**src/tmlc_pkg.sv**
```systemverilog
package tmlc_pkg;
    // ---------------------------------------------------------------
    // register byte offsets
    // ---------------------------------------------------------------
    localparam logic [7:0] TMLC_OFS_COMMAND = 8'h00;
    localparam logic [7:0] TMLC_OFS_TRIG_CURR = 8'h04;
    localparam logic [7:0] TMLC_OFS_REGULATION = 8'h08;
    localparam logic [7:0] TMLC_OFS_PENDING = 8'h0C;
    localparam logic [7:0] TMLC_OFS_REPEAT = 8'h10;
    localparam logic [7:0] TMLC_OFS_SKIP = 8'h14;
    localparam logic [7:0] TMLC_OFS_QSTART = 8'h18;
    localparam logic [7:0] TMLC_OFS_LEVEL = 8'h1C;
    localparam logic [7:0] TMLC_OFS_DWELL = 8'h20;
    localparam logic [7:0] TMLC_OFS_TALLY = 8'h24;
    localparam logic [7:0] TMLC_OFS_DTALLY = 8'h28;
    localparam logic [7:0] TMLC_OFS_STATUS = 8'h2C;
    localparam logic [7:0] TMLC_OFS_OUTPUT = 8'h30;
    localparam logic [7:0] TMLC_OFS_ERRCODE = 8'h34;
    localparam logic [7:0] TMLC_OFS_DWELL_RD = 8'h38;
    // ---------------------------------------------------------------
    // command register bits
    // ---------------------------------------------------------------
    localparam int TMLC_CMD_TRIGGER = 0;
    localparam int TMLC_CMD_CLEAR = 1;
    localparam int TMLC_CMD_FIXED = 2;
    localparam int TMLC_CMD_LIST = 3;
    localparam int TMLC_CMD_ERRCLR = 4;
    // ---------------------------------------------------------------
    // status bits
    // ---------------------------------------------------------------
    localparam int TMLC_ST_LIMIT_ERR = 0;
    localparam int TMLC_ST_RANGE_ERR = 1;
    localparam int TMLC_ST_LIST_RUN = 2;
    localparam int TMLC_ST_LIST_OFF = 3;
    localparam int TMLC_ST_FOREVER = 4;
    // error code -222 as two's complement
    localparam logic [31:0] TMLC_ERR_RANGE = 32'hFFFFFF22;
    localparam logic [31:0] TMLC_ERR_NONE = 32'h00000000;
    localparam logic [7:0] TMLC_REPEAT_MAX = 8'hFF;
    localparam logic [1:0] TMLC_HTRANS_NONSEQ = 2'h2;
    // regulation modes, query codes 0, 1 and 2
    typedef enum logic [1:0] {
        TMLC_MODE_CV = 2'h0,
        TMLC_MODE_CC = 2'h1,
        TMLC_MODE_EXT = 2'h2
    } tmlc_mode_t;
endpackage

```
**src/tmlc_top.sv**
```systemverilog
// Contract
// RQ1: stored triggered current reaches the output only on a trigger command.
// RQ2: triggered current above model maximum posts error code -222.
// RQ3: triggered current query returns the last stored value.
// RQ4: regulation select accepts voltage, current and external modes.
// RQ5: in voltage mode, current-limit overrun raises the error flag.
// RQ6: in current mode, voltage-limit overrun raises the error flag.
// RQ7: regulation query reads 0 for voltage, 1 for current.
// RQ8: trigger switches regulation to the stored pending mode.
// RQ9: pending mode query reads 0 for voltage, 1 for current.
// RQ10: list clear returns every list pointer to 0.
// RQ11: list clear releases list control of the output-off flag.
// RQ12: repeat count accepts integers 0 to 255.
// RQ13: repeat count 0 runs the list until fixed mode is commanded.
// RQ14: repeat count query returns the last stored count.
// RQ15: list clear empties level and dwell tables, restarting at location 0.
// RQ16: level tally equals the index of the next location written.
// RQ17: after list clear the query start pointer reads 0.
// RQ18: successive level writes append at the next free location.
// RQ19: a lone first dwell entry applies to every list location.
// RQ20: list clear resets the leading step skip count to 0.
// RQ21: a rejected triggered current write keeps the old value.
`timescale 1ns/1ps
module tmlc_top #(
    parameter int DEPTH = 64,
    parameter int AW = 6,
    parameter logic [31:0] CURR_MAX = 32'h00010000
) (
    // clock and reset
    input wire logic i_sys_clk,
    input wire logic i_reset,
    // ahb-lite slave
    input wire logic i_hsel,
    input wire logic [7:0] i_haddr,
    input wire logic [1:0] i_htrans,
    input wire logic i_hwrite,
    input wire logic [2:0] i_hsize,
    input wire logic i_hready,
    input wire logic [31:0] i_hwdata,
    output logic [31:0] o_hrdata,
    output logic o_hreadyout,
    output logic o_hresp,
    // analog monitor flags
    input wire logic i_over_current,
    input wire logic i_over_voltage,
    // output side
    output logic [31:0] o_current_level,
    output tmlc_pkg::tmlc_mode_t o_regulation,
    output logic o_limit_error,
    output logic o_list_output_off
);
    import tmlc_pkg::*;

    // ---------------------------------------------------------------
    // state
    // ---------------------------------------------------------------
    logic [31:0] trig_curr_r;
    logic [31:0] out_curr_r;
    tmlc_mode_t mode_r;
    logic pending_r;
    logic [7:0] repeat_r;
    logic [7:0] skip_r;
    logic [AW:0] qstart_r;
    logic [AW:0] level_ptr_r;
    logic [AW:0] dwell_ptr_r;
    logic [31:0] level_mem [DEPTH];
    logic [31:0] dwell_mem [DEPTH];
    logic limit_err_r;
    logic range_err_r;
    logic [31:0] errcode_r;
    logic list_run_r;
    logic list_off_ctl_r;
    logic [31:0] rdata_r;
    // address phase capture
    logic wr_pend_r;
    logic [7:0] waddr_r;
    logic wr_go;
    logic rd_go;
    logic [31:0] cmd;

    // full-word sizes only; anything else is simply stored anyway
    assign rd_go = i_hsel && i_hready && (i_htrans == TMLC_HTRANS_NONSEQ) && !i_hwrite;
    assign cmd = (wr_pend_r && waddr_r == TMLC_OFS_COMMAND) ? i_hwdata : 32'h00000000;
    assign wr_go = wr_pend_r;

    // ---------------------------------------------------------------
    // bus slave: zero wait states, always OKAY
    // ---------------------------------------------------------------
    always_ff @(posedge i_sys_clk) begin
        if (i_reset) begin
            wr_pend_r <= 1'b0;
            waddr_r <= 8'h00;
        end else begin
            wr_pend_r <= i_hsel && i_hready && (i_htrans == TMLC_HTRANS_NONSEQ) && i_hwrite;
            waddr_r <= i_haddr;
        end
    end

    // dwell read: a lone entry 0 covers all locations
    function automatic logic [31:0] dwell_at(input logic [AW:0] idx);
        if (dwell_ptr_r == (AW+1)'(1))
            return dwell_mem[0]; // RQ19
        else
            return dwell_mem[idx[AW-1:0]];
    endfunction

    // read mux, registered so hrdata comes from a flop
    always_ff @(posedge i_sys_clk) begin
        if (i_reset) begin
            rdata_r <= 32'h00000000;
        end else if (rd_go) begin
            case (i_haddr)
                TMLC_OFS_TRIG_CURR: rdata_r <= trig_curr_r; // RQ3
                TMLC_OFS_REGULATION: rdata_r <= {30'h0, mode_r}; // RQ7
                TMLC_OFS_PENDING: rdata_r <= {31'h0, pending_r}; // RQ9
                TMLC_OFS_REPEAT: rdata_r <= {24'h0, repeat_r}; // RQ14
                TMLC_OFS_SKIP: rdata_r <= {24'h0, skip_r};
                TMLC_OFS_QSTART: rdata_r <= 32'(qstart_r); // RQ17
                TMLC_OFS_LEVEL: rdata_r <= level_mem[qstart_r[AW-1:0]];
                TMLC_OFS_DWELL_RD: rdata_r <= dwell_at(qstart_r);
                TMLC_OFS_TALLY: rdata_r <= 32'(level_ptr_r); // RQ16
                TMLC_OFS_DTALLY: rdata_r <= 32'(dwell_ptr_r);
                TMLC_OFS_STATUS: rdata_r <= {27'h0, repeat_r == 8'h00, list_off_ctl_r,
                    list_run_r, range_err_r, limit_err_r};
                TMLC_OFS_OUTPUT: rdata_r <= out_curr_r;
                TMLC_OFS_ERRCODE: rdata_r <= errcode_r;
                default: rdata_r <= 32'h00000000;
            endcase
        end
    end

    // ---------------------------------------------------------------
    // triggered current and output transfer
    // ---------------------------------------------------------------
    // a write never touches the output; only the trigger moves it
    always_ff @(posedge i_sys_clk) begin
        if (i_reset) begin
            trig_curr_r <= 32'h00000000;
            out_curr_r <= 32'h00000000;
        end else begin
            if (wr_go && waddr_r == TMLC_OFS_TRIG_CURR && i_hwdata <= CURR_MAX)
                trig_curr_r <= i_hwdata; // RQ21
            if (cmd[TMLC_CMD_TRIGGER])
                out_curr_r <= trig_curr_r; // RQ1
        end
    end

    // out-of-range write posts -222; set wins over a same-cycle clear
    always_ff @(posedge i_sys_clk) begin
        if (i_reset) begin
            range_err_r <= 1'b0;
            errcode_r <= TMLC_ERR_NONE;
        end else if (wr_go && waddr_r == TMLC_OFS_TRIG_CURR && i_hwdata > CURR_MAX) begin
            range_err_r <= 1'b1; // RQ2
            errcode_r <= TMLC_ERR_RANGE; // RQ2
        end else if (cmd[TMLC_CMD_ERRCLR]) begin
            range_err_r <= 1'b0;
            errcode_r <= TMLC_ERR_NONE;
        end
    end

    // ---------------------------------------------------------------
    // regulation modes
    // ---------------------------------------------------------------
    always_ff @(posedge i_sys_clk) begin
        if (i_reset) begin
            mode_r <= TMLC_MODE_CV;
            pending_r <= 1'b0;
        end else begin
            if (wr_go && waddr_r == TMLC_OFS_PENDING)
                pending_r <= i_hwdata[0];
            if (cmd[TMLC_CMD_TRIGGER])
                mode_r <= pending_r ? TMLC_MODE_CC : TMLC_MODE_CV; // RQ8
            else if (wr_go && waddr_r == TMLC_OFS_REGULATION) begin
                case (i_hwdata[1:0])
                    2'h0: mode_r <= TMLC_MODE_CV; // RQ4
                    2'h1: mode_r <= TMLC_MODE_CC; // RQ4
                    2'h2: mode_r <= TMLC_MODE_EXT; // RQ4
                    default: mode_r <= mode_r;
                endcase
            end
        end
    end

    // monitored quantity follows commanded mode; sticky, set beats clear
    always_ff @(posedge i_sys_clk) begin
        if (i_reset) begin
            limit_err_r <= 1'b0;
        end else if ((mode_r == TMLC_MODE_CV && i_over_current) ||
                     (mode_r == TMLC_MODE_CC && i_over_voltage)) begin
            limit_err_r <= 1'b1; // RQ5 RQ6
        end else if (cmd[TMLC_CMD_ERRCLR]) begin
            limit_err_r <= 1'b0;
        end
    end

    // ---------------------------------------------------------------
    // list sequencer control
    // ---------------------------------------------------------------
    always_ff @(posedge i_sys_clk) begin
        if (i_reset) begin
            repeat_r <= 8'h00;
            skip_r <= 8'h00;
            qstart_r <= '0;
        end else if (cmd[TMLC_CMD_CLEAR]) begin
            skip_r <= 8'h00; // RQ20
            qstart_r <= '0; // RQ10 RQ17
        end else if (wr_go) begin
            // values above 255 are cut to the 8-bit field
            if (waddr_r == TMLC_OFS_REPEAT)
                repeat_r <= i_hwdata[7:0]; // RQ12
            if (waddr_r == TMLC_OFS_SKIP)
                skip_r <= i_hwdata[7:0];
            if (waddr_r == TMLC_OFS_QSTART)
                qstart_r <= i_hwdata[AW:0];
        end
    end

    // append pointers; full table ignores further entries
    always_ff @(posedge i_sys_clk) begin
        if (i_reset) begin
            level_ptr_r <= '0;
            dwell_ptr_r <= '0;
        end else if (cmd[TMLC_CMD_CLEAR]) begin
            level_ptr_r <= '0; // RQ10 RQ15
            dwell_ptr_r <= '0; // RQ15
        end else if (wr_go) begin
            if (waddr_r == TMLC_OFS_LEVEL && level_ptr_r < (AW+1)'(DEPTH))
                level_ptr_r <= level_ptr_r + (AW+1)'(1); // RQ18
            if (waddr_r == TMLC_OFS_DWELL && dwell_ptr_r < (AW+1)'(DEPTH))
                dwell_ptr_r <= dwell_ptr_r + (AW+1)'(1);
        end
    end

    // table storage, no reset needed: pointers define contents
    always_ff @(posedge i_sys_clk) begin
        if (wr_go && waddr_r == TMLC_OFS_LEVEL && level_ptr_r < (AW+1)'(DEPTH))
            level_mem[level_ptr_r[AW-1:0]] <= i_hwdata; // RQ18
        if (wr_go && waddr_r == TMLC_OFS_DWELL && dwell_ptr_r < (AW+1)'(DEPTH))
            dwell_mem[dwell_ptr_r[AW-1:0]] <= i_hwdata;
    end

    // run flag: any count keeps it running until fixed mode or list clear
    always_ff @(posedge i_sys_clk) begin
        if (i_reset) begin
            list_run_r <= 1'b0;
            list_off_ctl_r <= 1'b0;
        end else begin
            if (cmd[TMLC_CMD_FIXED] || cmd[TMLC_CMD_CLEAR])
                list_run_r <= 1'b0; // RQ13
            else if (cmd[TMLC_CMD_LIST])
                list_run_r <= 1'b1;
            if (cmd[TMLC_CMD_CLEAR])
                list_off_ctl_r <= 1'b0; // RQ11
            else if (cmd[TMLC_CMD_LIST])
                list_off_ctl_r <= 1'b1;
        end
    end

    // ---------------------------------------------------------------
    // outputs
    // ---------------------------------------------------------------
    always_ff @(posedge i_sys_clk) begin
        if (i_reset) begin
            o_hreadyout <= 1'b1;
            o_hresp <= 1'b0;
        end else begin
            o_hreadyout <= 1'b1;
            o_hresp <= 1'b0;
        end
    end
    assign o_hrdata = rdata_r;
    assign o_current_level = out_curr_r;
    assign o_regulation = mode_r;
    assign o_limit_error = limit_err_r;
    assign o_list_output_off = list_off_ctl_r;
endmodule // tmlc_top

```
**config.mk**
```make
export PLATFORM = sky130hd
export DESIGN_NAME = tmlc_top
export DESIGN_NICKNAME = d
export VERILOG_FILES = /design/src/tmlc_pkg.sv /design/src/tmlc_top.sv
export SDC_FILE = /design/constraint.sdc
export NUM_CORES = 2
export LEC_CHECK = 0
export CAP_MARGIN = 20
export CORE_UTILIZATION = 34
export DETAILED_ROUTE_END_ITERATION = 8
export DONT_BUFFER_PORTS = 1
export GPL_ROUTABILITY_DRIVEN = 0
export PLACE_DENSITY = 0.52
export SKIP_CTS_REPAIR_TIMING = 1
export SLEW_MARGIN = 20
export SYNTH_ARGS = -nofsm -noshare
export SYNTH_HDL_FRONTEND = slang
export SYNTH_SLANG_ARGS = --single-unit
```
**constraint.sdc**
```tcl
create_clock -name i_sys_clk -period 4.56 [get_ports i_sys_clk]
set_clock_uncertainty 0.15 [all_clocks]
set_input_delay 0.912 -clock i_sys_clk [delete_from_list [all_inputs] [get_ports i_sys_clk]]
set_output_delay 0.912 -clock i_sys_clk [all_outputs]
set_load 0.05 [all_outputs]
```
==> impl_metrics.env <==
export IMPL_outcome="complete, but fails checks"
export IMPL_violations="DRC"
export IMPL_peakVddDrop_v=0.000329
export IMPL_synth_seq_cells=4251
export IMPL_syn_avg_cell_area_sq_um=21.6
export IMPL_cp_buffers_inverters=1
export IMPL_wirelength_um=521000
export IMPL_grt_max_degree=141
export IMPL_finalNetCount=8167
export IMPL_coreArea_sq_um=479000
export IMPL_finalMaxSlewViolations=0
export IMPL_synth_net_count=7621
export IMPL_max_stage_delay_ns=0.79
export IMPL_cts_sinks=4251
export IMPL_cts_buffer_depth=4
export IMPL_design_area_sq_um=191000
export IMPL_syn_instance_count=7566
export IMPL_grt_total_usage=0.199
export IMPL_fin_crit_ns=4.16
export IMPL_mostFrequentLayoutCell="edfxtp_1"
export IMPL_rsz0062_at_grt="no"
export IMPL_die_h_um=695
export IMPL_syn2layout_area_growth_pct=17.0
export IMPL_synth_cell_types=86
export IMPL_leakage_nw=57.2
export IMPL_multi_input_comb_area_sq_um=35800
export IMPL_yosysWarningCount=0
export IMPL_n_fill_cell=42300
export IMPL_synth_edf_count=4096
export IMPL_synth_top_area_frac=0.752
export IMPL_cts_clk_slew_worst_paths_ns=0.06
export IMPL_critical_path_class="reg2reg"
export IMPL_p_total_w=0.0802
export IMPL_finalCritPeriodShare=0.912
export IMPL_grt_overflow=0
export IMPL_drt_iter0_drc=11400
export IMPL_drive_gt1_frac=0.282
export IMPL_synthFlopType="edfxtp_1"
export IMPL_timing_final_ws_setup_ns=0.402
export IMPL_numCtsBuffers=449
export IMPL_synth_top_area_cell="edfxtp_1"
export IMPL_drtAntennaViolNets=0
export IMPL_cts_root_buf="clkbuf_16"
export IMPL_hold_ws_ns=0.0359
export IMPL_cts_tree="yes"
export IMPL_grt_pass1_vias=82100
export IMPL_crit_path_start_kind="register"
export IMPL_fmax_mhz=241
export IMPL_drt_vias_per_instance=5.63
export IMPL_rows=254
export IMPL_clkLatencyLatePin_ns=0.99
export IMPL_antenna_found_initial=48
export IMPL_post_place_ws_ns=0.251
export IMPL_wl_per_cell_um=34.9
export IMPL_slew_headroom=0.205
export IMPL_drc=15
export IMPL_layout_common_cells="edfxtp_1 (4096), mux4_2 (999), clkbuf_16 (453), buf_4 (371), mux2i_1 (265)"
export IMPL_io_buffers=0
export IMPL_dp_hpwl_um=282000
export IMPL_crit_fanout=22
export IMPL_worst_slew_pin_slew_ns=1.19
export IMPL_drv_cap=0
export IMPL_path_cells="or4b_1, or4_1, nor3_2, nand2_1, nor2_4, buf_12"
export IMPL_regArea_sq_um=126000
export IMPL_synth_area_leaders="edfxtp_1 (75%), mux4_2 (14%), dfxtp_1 (1.9%), mux2i_1 (1.6%), a22oi_1 (0.73%)"
export IMPL_cpLargestDelayFamily="simple AND/OR/NAND/NOR gates"
export IMPL_syn_cell_area_sq_um=163000
export IMPL_yosysSeqAreaShare=0.771
export IMPL_initial_utilization=0.342
export IMPL_placed_area_sq_um=175000
export IMPL_slowest_stage="or4_1"
export IMPL_hold_class="in2reg"
export IMPL_setup_viol=0
export IMPL_crit_path_end_kind="register"
export IMPL_dr_pass1_iters=9
export IMPL_cp_arrival_ns=4.65
export IMPL_fin_tns_setup_ns=0
export IMPL_power_density_nw_per_um2=420
export IMPL_routed_via_count=84100
export IMPL_async_reset_ff_frac=0
export IMPL_die_w_um=695
export IMPL_hold_viol=0
export IMPL_grt_pass1_wl_um=675000
export IMPL_required_ns=5.05
export IMPL_die_area_sq_um=484000
export IMPL_htree_levels=5
export IMPL_io_pins=122
## cell usage after synthesis, types with 11 or more instances
library cell	count
edfxtp_1	4096
mux4_2	999
mux2i_1	265
nand2_1	241
nor2_1	225
clkbuf_1	188
a21oi_1	164
a22oi_1	159
dfxtp_1	155
buf_2	111
o221ai_1	72
o22ai_1	68
buf_4	66
a211oi_1	65
and2_1	62
nand3_1	56
buf_6	49
o21ai_0	36
nand4_1	35
a221oi_1	32
a222oi_1	31
nor4_1	28
buf_1	26
nor2b_1	26
or2_2	24
a31oi_1	23
o21ai_1	17
nor3_1	15
a22o_1	14
buf_8	12
nand2b_1	12
o311ai_1	12
o2111ai_1	11
## metal layers
layer / wire length [um] / track usage / part of all wire
met5: 79 / 0 / 0.00015
met4: 27500 / 0.0760 / 0.053
met3: 43400 / 0.0333 / 0.083
met2: 244000 / 0.320 / 0.47
met1: 206000 / 0.271 / 0.40
## cells by family (layout without fill, tap and decap cells)
group	Yosys count	count (layout)	share of synthesized area
other cells	2	32	0.0000459
buf+inv	464	1397	0.0163
mux	1275	1275	0.155
xor+xnor	8	8	0.000429
fa+ha+maj	3	3	0.000230
compound gates	769	769	0.0335
simple gates	794	794	0.0235
flops	4251	4251	0.771
## per-stage QoR
| stage | utilization | cells |
|---|---|---|
| after global routing | 0.399 | 14900 |
| final | 0.399 | 14900 |
| after detailed placement | 0.365 | 14000 |
| after floorplan | - | 7566 |
| after global placement | 0.365 | 14000 |
| after CTS | 0.396 | 14800 |
## cell type report
| class | count | share of cell area |
|---|---|---|
| multi-input combinational | 2851 | 0.187 |
| clock buffer | 546 | 0.0615 |
| clock inverter | 292 | 0.0157 |
| sequential | 4251 | 0.660 |
| timing repair buffer | 549 | 0.0333 |
| inverter | 10 | 0.000236 |
| antenna | 30 | 0.000393 |
| tap | 6400 | 0.0419 |
## final timing paths
check                           slack [ns]  cells after the start                         endpoint                         from
worst max-delay path                  0.40                      6      level_mem[35][11]$_DFFE_PP_        waddr_r[5]$_SDFF_PP0_
worst min-delay path                  0.04                      2      trig_curr_r[7]$_SDFFE_PP0P_                  i_hwdata[7]
worst max register to register        0.40                      6      level_mem[35][11]$_DFFE_PP_        waddr_r[5]$_SDFF_PP0_
worst min register to register        0.30                      2  o_current_level[7]$_SDFFE_PP0P_  trig_curr_r[7]$_SDFFE_PP0P_
## registers in the layout (all words and copies together) (netlist names), 8 cells and up, named ones only
| register | cells |
|---|---|
| skip_r | 8 |
| level_mem | 2048 |
| o_current_level | 32 |
| waddr_r | 8 |
| o_hrdata | 32 |
| repeat_r | 8 |
| dwell_mem | 2048 |
| trig_curr_r | 32 |
## worst register-to-register path: stages (launching register included)
cell and delay [ns]:
dfxtp_1 0.31, or4b_1 0.69, or4_1 0.79, nor3_2 0.52, nand2_1 0.51, nor2_4 0.55, buf_12 0.29
## power by group
| part | total, W | switching [W] | leakage, nW | internal [W] |
|---|---|---|---|---|
| sequential | 0.0428 | 0.00000903 | 38.1 | 0.0428 |
| combinational | 0.000803 | 0.000638 | 12.0 | 0.000165 |
| clock | 0.0367 | 0.0153 | 7.22 | 0.0213 |
| total | 0.0802 | 0.0160 | 57.2 | 0.0642 |
Note: power is estimated with default switching activity, not from simulation.
